File: src/logic/rntx_cfg.svh
/*
  constants for the result nibble transfer decoder: opcodes, field positions, reset values.
  assumes inclusion by bare name from the transfer and decode modules.
*/
`ifndef RNTX_CFG_SVH
`define RNTX_CFG_SVH
`define RNTX_OP_READ_RESULT 10'h279
`define RNTX_OP_READ_HOLDING 10'h02A
`define RNTX_CTRL_MODE_BIT 3
`define RNTX_NIBBLE_RESET 4'h0
`define RNTX_EXEC_CYCLES 1
`endif

File: src/logic/rntx_pkg.sv
/*
  types shared by the result nibble transfer decoder.
  assumes the cfg header is on the include path.
*/
package rntx_pkg;
  typedef enum logic [1:0] {
    RNTX_OP_NONE = 2'b00,
    RNTX_OP_RESULT = 2'b01,
    RNTX_OP_HOLDING = 2'b11
  } rntx_op_t;

  typedef struct packed {
    logic [3:0] aux;
    logic [3:0] acc;
  } rntx_pair_t;

  typedef struct packed {
    logic [9:0] convResult;
    logic [7:0] compareReg;
    logic [7:0] holdingReg;
    logic [3:0] converterControlReg;
  } rntx_src_t;
endpackage : rntx_pkg

File: src/logic/rntx_transfer.sv
/*
  executes the converter-result read and holding-pair read into accumulator and auxiliary register.
  assumes the core presents one instruction word per cycle with instrValid, and that
  the converter side keeps its result, comparator, holding and control registers stable
  in the cycle the instruction is taken.
*/
`timescale 1ns/100ps
`include "rntx_cfg.svh"
module rntx_transfer
  import rntx_pkg::*;
(
  input wire logic sys_clk,
  input wire logic rst,
  input wire logic instrValid,
  input wire logic [9:0] instrWord,
  input wire logic carryIn,
  input wire rntx_src_t src,
  output rntx_pair_t pair,
  output logic pairLoaded,
  output logic carryOut,
  output logic skipReq,
  output logic instrDone
);
  // ----------------------------------------
  // decode
  // ----------------------------------------
  rntx_op_t op;
  rntx_pair_t next_pair;
  logic next_pairLoaded;
  logic next_carryOut;
  logic next_instrDone;
  logic next_skipReq;
  logic compareMode;
  rntx_pair_t resultSel;

  rntx_decode u_decode (
    .instrWord(instrWord),
    .op(op)
  );

  assign compareMode = src.converterControlReg[`RNTX_CTRL_MODE_BIT];

  // ----------------------------------------
  // source select
  // ----------------------------------------
  always_comb begin
    if (compareMode) begin
      resultSel.aux = src.compareReg[7:4];
      resultSel.acc = src.compareReg[3:0];
    end else begin
      resultSel.aux = src.convResult[9:6];
      resultSel.acc = src.convResult[5:2];
    end
  end

  // ----------------------------------------
  // execute
  // ----------------------------------------
  always_comb begin
    next_pair = pair;
    next_pairLoaded = 1'b0;
    next_instrDone = instrValid;
    next_carryOut = carryIn;
    next_skipReq = 1'b0;
    if (instrValid) begin
      case (op)
        RNTX_OP_RESULT: begin
          next_pairLoaded = 1'b1;
          next_pair = resultSel;
        end
        RNTX_OP_HOLDING: begin
          next_pairLoaded = 1'b1;
          next_pair.aux = src.holdingReg[7:4];
          next_pair.acc = src.holdingReg[3:0];
        end
        default: next_pairLoaded = 1'b0;
      endcase
    end
  end

  always_ff @(posedge sys_clk) begin
    if (rst) begin
      pair <= {`RNTX_NIBBLE_RESET, `RNTX_NIBBLE_RESET};
      pairLoaded <= 1'b0;
      carryOut <= 1'b0;
      skipReq <= 1'b0;
      instrDone <= 1'b0;
    end else begin
      pair <= next_pair;
      pairLoaded <= next_pairLoaded;
      carryOut <= next_carryOut;
      skipReq <= next_skipReq;
      instrDone <= next_instrDone;
    end
  end

  // ----------------------------------------
  // assertions
  // ----------------------------------------
  property p_result_decode;
    @(posedge sys_clk) disable iff (rst)
    (instrValid && instrWord == 10'h279) |=> pairLoaded;
  endproperty
  a_result_decode: assert property (p_result_decode) else $error("result read not executed");

  property p_one_cycle;
    @(posedge sys_clk) disable iff (rst)
    (instrValid && op != RNTX_OP_NONE) |=> (instrDone && pairLoaded && !skipReq && carryOut == $past(carryIn));
  endproperty
  a_one_cycle: assert property (p_one_cycle) else $error("transfer not single cycle or altered carry/skip");

  property p_mode_conv;
    @(posedge sys_clk) disable iff (rst)
    (instrValid && op == RNTX_OP_RESULT && !src.converterControlReg[3]) |=> (pair.aux == $past(src.convResult[9:6]));
  endproperty
  a_mode_conv: assert property (p_mode_conv) else $error("mode bit source wrong");

  property p_conv_acc;
    @(posedge sys_clk) disable iff (rst)
    (instrValid && op == RNTX_OP_RESULT && !compareMode) |=> (pair.acc == $past(src.convResult[5:2]));
  endproperty
  a_conv_acc: assert property (p_conv_acc) else $error("conversion mode accumulator wrong");

  property p_cmp_pair;
    @(posedge sys_clk) disable iff (rst)
    (instrValid && op == RNTX_OP_RESULT && compareMode) |=> (pair == $past(src.compareReg));
  endproperty
  a_cmp_pair: assert property (p_cmp_pair) else $error("comparator mode pair wrong");

  property p_holding_decode;
    @(posedge sys_clk) disable iff (rst)
    (instrValid && instrWord == 10'h02A) |=> pairLoaded;
  endproperty
  a_holding_decode: assert property (p_holding_decode) else $error("holding read not executed");

  property p_holding_pair;
    @(posedge sys_clk) disable iff (rst)
    (instrValid && op == RNTX_OP_HOLDING) |=> (pair == $past(src.holdingReg));
  endproperty
  a_holding_pair: assert property (p_holding_pair) else $error("holding pair wrong");

  property p_hold_idle;
    @(posedge sys_clk) disable iff (rst)
    !pairLoaded |-> (pair == $past(pair));
  endproperty
  a_hold_idle: assert property (p_hold_idle) else $error("pair changed without transfer");

  property p_refused_hold;
    @(posedge sys_clk) disable iff (rst)
    (instrValid && op == RNTX_OP_NONE) |=> (!pairLoaded && pair == $past(pair));
  endproperty
  a_refused_hold: assert property (p_refused_hold) else $error("unknown word touched the pair");

  property p_idle_hold;
    @(posedge sys_clk) disable iff (rst)
    !instrValid |=> (!pairLoaded && !instrDone && pair == $past(pair));
  endproperty
  a_idle_hold: assert property (p_idle_hold) else $error("activity without an instruction");

  property p_done_valid;
    @(posedge sys_clk) disable iff (rst)
    instrValid |=> instrDone;
  endproperty
  a_done_valid: assert property (p_done_valid) else $error("instruction not finished in one cycle");

  property p_no_skip;
    @(posedge sys_clk) disable iff (rst)
    !skipReq;
  endproperty
  a_no_skip: assert property (p_no_skip) else $error("skip requested by a transfer");

  property p_carry_kept;
    @(posedge sys_clk) disable iff (rst)
    1'b1 |=> (carryOut == $past(carryIn));
  endproperty
  a_carry_kept: assert property (p_carry_kept) else $error("carry flag altered");

  property p_mode_cmp_aux;
    @(posedge sys_clk) disable iff (rst)
    (instrValid && op == RNTX_OP_RESULT && src.converterControlReg[`RNTX_CTRL_MODE_BIT]) |=>
      (pair.aux == $past(src.compareReg[7:4]));
  endproperty
  a_mode_cmp_aux: assert property (p_mode_cmp_aux) else $error("mode bit set but comparator not chosen");

  property p_cmp_acc;
    @(posedge sys_clk) disable iff (rst)
    (instrValid && op == RNTX_OP_RESULT && compareMode) |=> (pair.acc == $past(src.compareReg[3:0]));
  endproperty
  a_cmp_acc: assert property (p_cmp_acc) else $error("comparator mode accumulator wrong");

  property p_result_word;
    @(posedge sys_clk) disable iff (rst)
    (instrValid && instrWord == `RNTX_OP_READ_RESULT && !compareMode) |=> (pair == $past(src.convResult[9:2]));
  endproperty
  a_result_word: assert property (p_result_word) else $error("result read word gave wrong pair");

  property p_holding_word;
    @(posedge sys_clk) disable iff (rst)
    (instrValid && instrWord == `RNTX_OP_READ_HOLDING) |=> (pair == $past(src.holdingReg));
  endproperty
  a_holding_word: assert property (p_holding_word) else $error("holding read word gave wrong pair");

  property p_loaded_cause;
    @(posedge sys_clk) disable iff (rst)
    pairLoaded |-> ($past(instrValid) && $past(op) != RNTX_OP_NONE);
  endproperty
  a_loaded_cause: assert property (p_loaded_cause) else $error("pair loaded without a transfer word");

  property p_holding_mode_free;
    @(posedge sys_clk) disable iff (rst)
    (instrValid && op == RNTX_OP_HOLDING && compareMode) |=> (pair.aux == $past(src.holdingReg[7:4]));
  endproperty
  a_holding_mode_free: assert property (p_holding_mode_free) else $error("holding read followed the mode bit");

  // ----------------------------------------
  // covers
  // ----------------------------------------
  c_conv: cover property (@(posedge sys_clk) disable iff (rst) instrValid && op == RNTX_OP_RESULT && !compareMode);
  c_cmp: cover property (@(posedge sys_clk) disable iff (rst) instrValid && op == RNTX_OP_RESULT && compareMode);
  c_hold: cover property (@(posedge sys_clk) disable iff (rst) instrValid && op == RNTX_OP_HOLDING);
  c_b2b: cover property (@(posedge sys_clk) disable iff (rst) pairLoaded ##1 pairLoaded);
  c_refused: cover property (@(posedge sys_clk) disable iff (rst) instrValid && op == RNTX_OP_NONE);
endmodule : rntx_transfer

File: src/logic/rntx_decode.sv
/*
  opcode classifier for the two transfer instructions.
  assumes a registered instruction word from the core's fetch logic.
*/
`timescale 1ns/100ps
`include "rntx_cfg.svh"
module rntx_decode
  import rntx_pkg::*;
(
  input wire logic [9:0] instrWord,
  output rntx_op_t op
);
  always_comb begin
    case (instrWord)
      `RNTX_OP_READ_RESULT: op = RNTX_OP_RESULT;
      `RNTX_OP_READ_HOLDING: op = RNTX_OP_HOLDING;
      default: op = RNTX_OP_NONE;
    endcase
  end
endmodule : rntx_decode

File: config.mk
export PLATFORM = sky130hd
export DESIGN_NAME = rntx_transfer
export DESIGN_NICKNAME = d
export VERILOG_FILES = /design/src/logic/rntx_pkg.sv /design/src/logic/rntx_transfer.sv /design/src/logic/rntx_decode.sv
export VERILOG_INCLUDE_DIRS = /design/src /design/src/logic
export SDC_FILE = /design/constraint.sdc
export NUM_CORES = 1
export LEC_CHECK = 0
export BUFFER_PORTS_ARGS = -buffer_cell sky130_fd_sc_hd__buf_4
export CAP_MARGIN = 5
export CORE_MARGIN = 2
export CORE_UTILIZATION = 31
export CTS_CLUSTER_DIAMETER = 30
export CTS_CLUSTER_SIZE = 10
export DETAILED_ROUTE_END_ITERATION = 12
export MAX_ROUTING_LAYER = met4
export PLACE_DENSITY_LB_ADDON = 0.2
export SLEW_MARGIN = 20
export SYNTH_ARGS = -nofsm -noshare
export SYNTH_HDL_FRONTEND = slang
export SYNTH_SLANG_ARGS = --single-unit
File: constraint.sdc
create_clock -name sys_clk -period 1.6 [get_ports sys_clk]
set_input_delay 0.16 -clock sys_clk [delete_from_list [all_inputs] [get_ports sys_clk]]
set_output_delay 0.16 -clock sys_clk [all_outputs]
set_load 0.01 [all_outputs]
==> metrics.md <==
| Metric | Value |
|---|---|
| Maximum vdd ir drop | 378 uV |
| Placer Congestion | 0.591 |
| Sequential area share after synthesis | 38.5% |
| Most common cell in the netlist | dfxtp_1 |
| Status | finished, final reports clean |
| Cell count after synthesis | 49 |
| Worst Clk Skew | 0 ns |
| Power, Total | 0.591 mW |
| Vias | 595 |
| Initial antenna violation count | 0 |
| Synthesis Warnings | 0 |
| Final nets | 148 |
| Leakage | 0.457 nW |
| Port Buffers | 49 |
| Hold Crit Class | input pin to flop |
| Async SR Flop Fraction | 0% |
| Root Buffer | clkbuf_4 |
| Top cell type by total area after synthesis | dfxtp_1 |
| Multi-input gate area | 340 um2 |
| Pre-antenna DRT Iters | 3 |
| Clk slew on worst S/H paths | 0.08 ns |
| GRT Overall Usage | 15.1% |
| Clock Tree Buf Depth | 2 |
| Setup TNS | 0 ns |
| Fraction of layout cells with a size suffix above 1 | 63.1% |
| Most instantiated cells after synthesis | dfxtp_1, mux2i_1, mux2_2, o2bb2ai_1 |
| Maximum clock frequency | 711 MHz |
| Final hold slack | 0.0629 ns |
| TritonCTS Buffers | 3 |
| Commonest register cell after synthesis | dfxtp_1 |
| Worst-Margin Slew | 0.697 ns |
| FF+latch count, synth | 11 |
| Critical path class | input pin to flop |
| Unique cell type count in the Yosys netlist | 15 |
| Routed WL per cell | 11.5 um |
| Required @ worst endpoint | 1.76 ns |
| Post-CTS setup buffer count | 0 |
| Yosys top cell area share | 38.5% |
| Via-to-Cell Ratio | 4.65 |
| FF/Latch Area | 220 um2 |
| Number of synthesized flops with an enable pin | 0 |
| Max-cap violations | 0 |
| Layout area overhead | 77.0% |
| Min cycle time layout | 1.41 ns |
| Fill count | 161 |
| Ant. Diodes | 0 |
| CTS tree | done |
| Post-Syn Area | 572 um2 |
| Vias in the first global route | 581 |
| Worst Path Max Fanout | 5 |
| Dominant cells by area after synthesis | dfxtp_1, mux2i_1, mux2_2, o2bb2ai_1, nor4_4 |
| Final global-route overflow total | 0 |
| H-tree Lvls | 1 |
| Power per cell area | 584 nW/um2 |
| Initial Util | 33.1% |
| Global-route wire length before repair | 2.33 mm |
| Core ar. | 1730 um2 |
| IO Count | 56 |
| Placed cells | 124 |
| Total clock sinks | 11 |
| RSZ-0062 raised after global routing | false |
| Remaining DRCs | 0 |
| Die Area | 2200 um2 |
| Largest net degree at the start of global routing | 10 |
| Clock Latency Late Sink | 0.26 ns |
| Max-slew violations | 0 |
| Number of cells in the finished layout apart from fillers | 128 |
| Startpoint types | input pin |
| Post-cts sizing count | 0 |
| Hold_buf cts | 0 |
| Fin. Hold Viols | 0 |
| Initial DRC Count | 1 |
| Setup violations, final | 0 |
| Max-slew headroom | 53.3% |
| Syn avg cell area | 11.7 um2 |
| Setup crit end kind | flop |
| Die Width | 46.9 um |
| Antenna viol nets, final | 0 |
| Rows | 15 |
| Critical Path AT | 1.56 ns |
| Post-Route WL | 1.48 mm |
| Die height | 46.9 um |
| Period utilization | 88.0% |
| Syn_nets | 93 |
==> final cells by class <==
type,instances,share of cell area (%)
Tap cell,25,3.09
Sequential cell,11,21.8
Timing Repair Buffer,52,38.6
Clock buffer,4,2.60
Multi-Input combinational cell,35,33.6
Inverter,1,0.371
==> cells by family (layout without fill, tap and decap cells) <==
group                  count (synthesis)  after routing  synth area share [%]
AO/OA/AOI/OAI                          9              9                  13.3
buffers and inverters                  3             57                  2.63
flip-flops                            11             11                  38.5
multiplexers                          17             17                  31.5
other                                  1              1                 0.656
AND/OR/NAND/NOR                        8              8                  13.3
==> registers in the layout, indices dropped and copies added, names as in the netlist <==
name,cells
pair,8
pairLoaded,1
instrDone,1
carryOut,1
==> worst max-delay path: stages <==
cell and delay [ns]:
buf_4 0.11, or4b_4 0.55, nor4_4 0.25, buf_4 0.20, mux2i_1 0.19, o2bb2ai_1 0.09
==> worst paths after layout <==
path	start	endpoint	slack, ns	cells after the start
setup reg to reg	pair[6]$_SDFFE_PP0P_	pair[6]$_SDFFE_PP0P_	1.04	1
hold reg to reg	pair[7]$_SDFFE_PP0P_	pair[7]$_SDFFE_PP0P_	0.47	1
hold / removal	rst	carryOut$_SDFF_PP0_	0.06	2
setup / recovery	instrWord[6]	pair[6]$_SDFFE_PP0P_	0.19	6
==> layout by cell type (no fill, tap or decap) <==
| cell | instances |
|---|---|
| a31oi_1 | 1 |
| o2bb2ai_1 | 8 |
| clkbuf_4 | 3 |
| nand4b_1 | 2 |
| conb_1 | 1 |
| or4bb_1 | 1 |
| clkbuf_1 | 1 |
| nor2_1 | 1 |
| inv_1 | 1 |
| nor4_4 | 1 |
| nor2b_1 | 2 |
| or4b_4 | 1 |
| dfxtp_1 | 11 |
| mux2_2 | 8 |
| mux2i_1 | 9 |
| buf_4 | 52 |
==> power breakdown <==
part / switching [mW] / internal [mW]
Clock: 0.0940 / 0.0963
Sequential: 0.000665 / 0.276
Combinational: 0.0366 / 0.0870
==> layer usage <==
layer	routed length [um]	vias to the layer above	GRT usage [%]
met5	0	-	-
li1	-	296	-
met2	751	28	25.8
met4	0	0	5.00
met3	111	0	3.46
met1	613	271	17.4
==> metrics by stage <==
step                      utilization, %  setup slack [ns]  instance area, um2
after floorplan                        -           -0.0550                 576
after global placement              57.1           -0.0817                 986
after detailed placement            57.1            -0.109                 986
after CTS                           58.6             0.169                1010
after global routing                58.6            0.0822                1010
final                               58.6             0.193                1010
No activity file was read; power rests on OpenSTA's default activity.
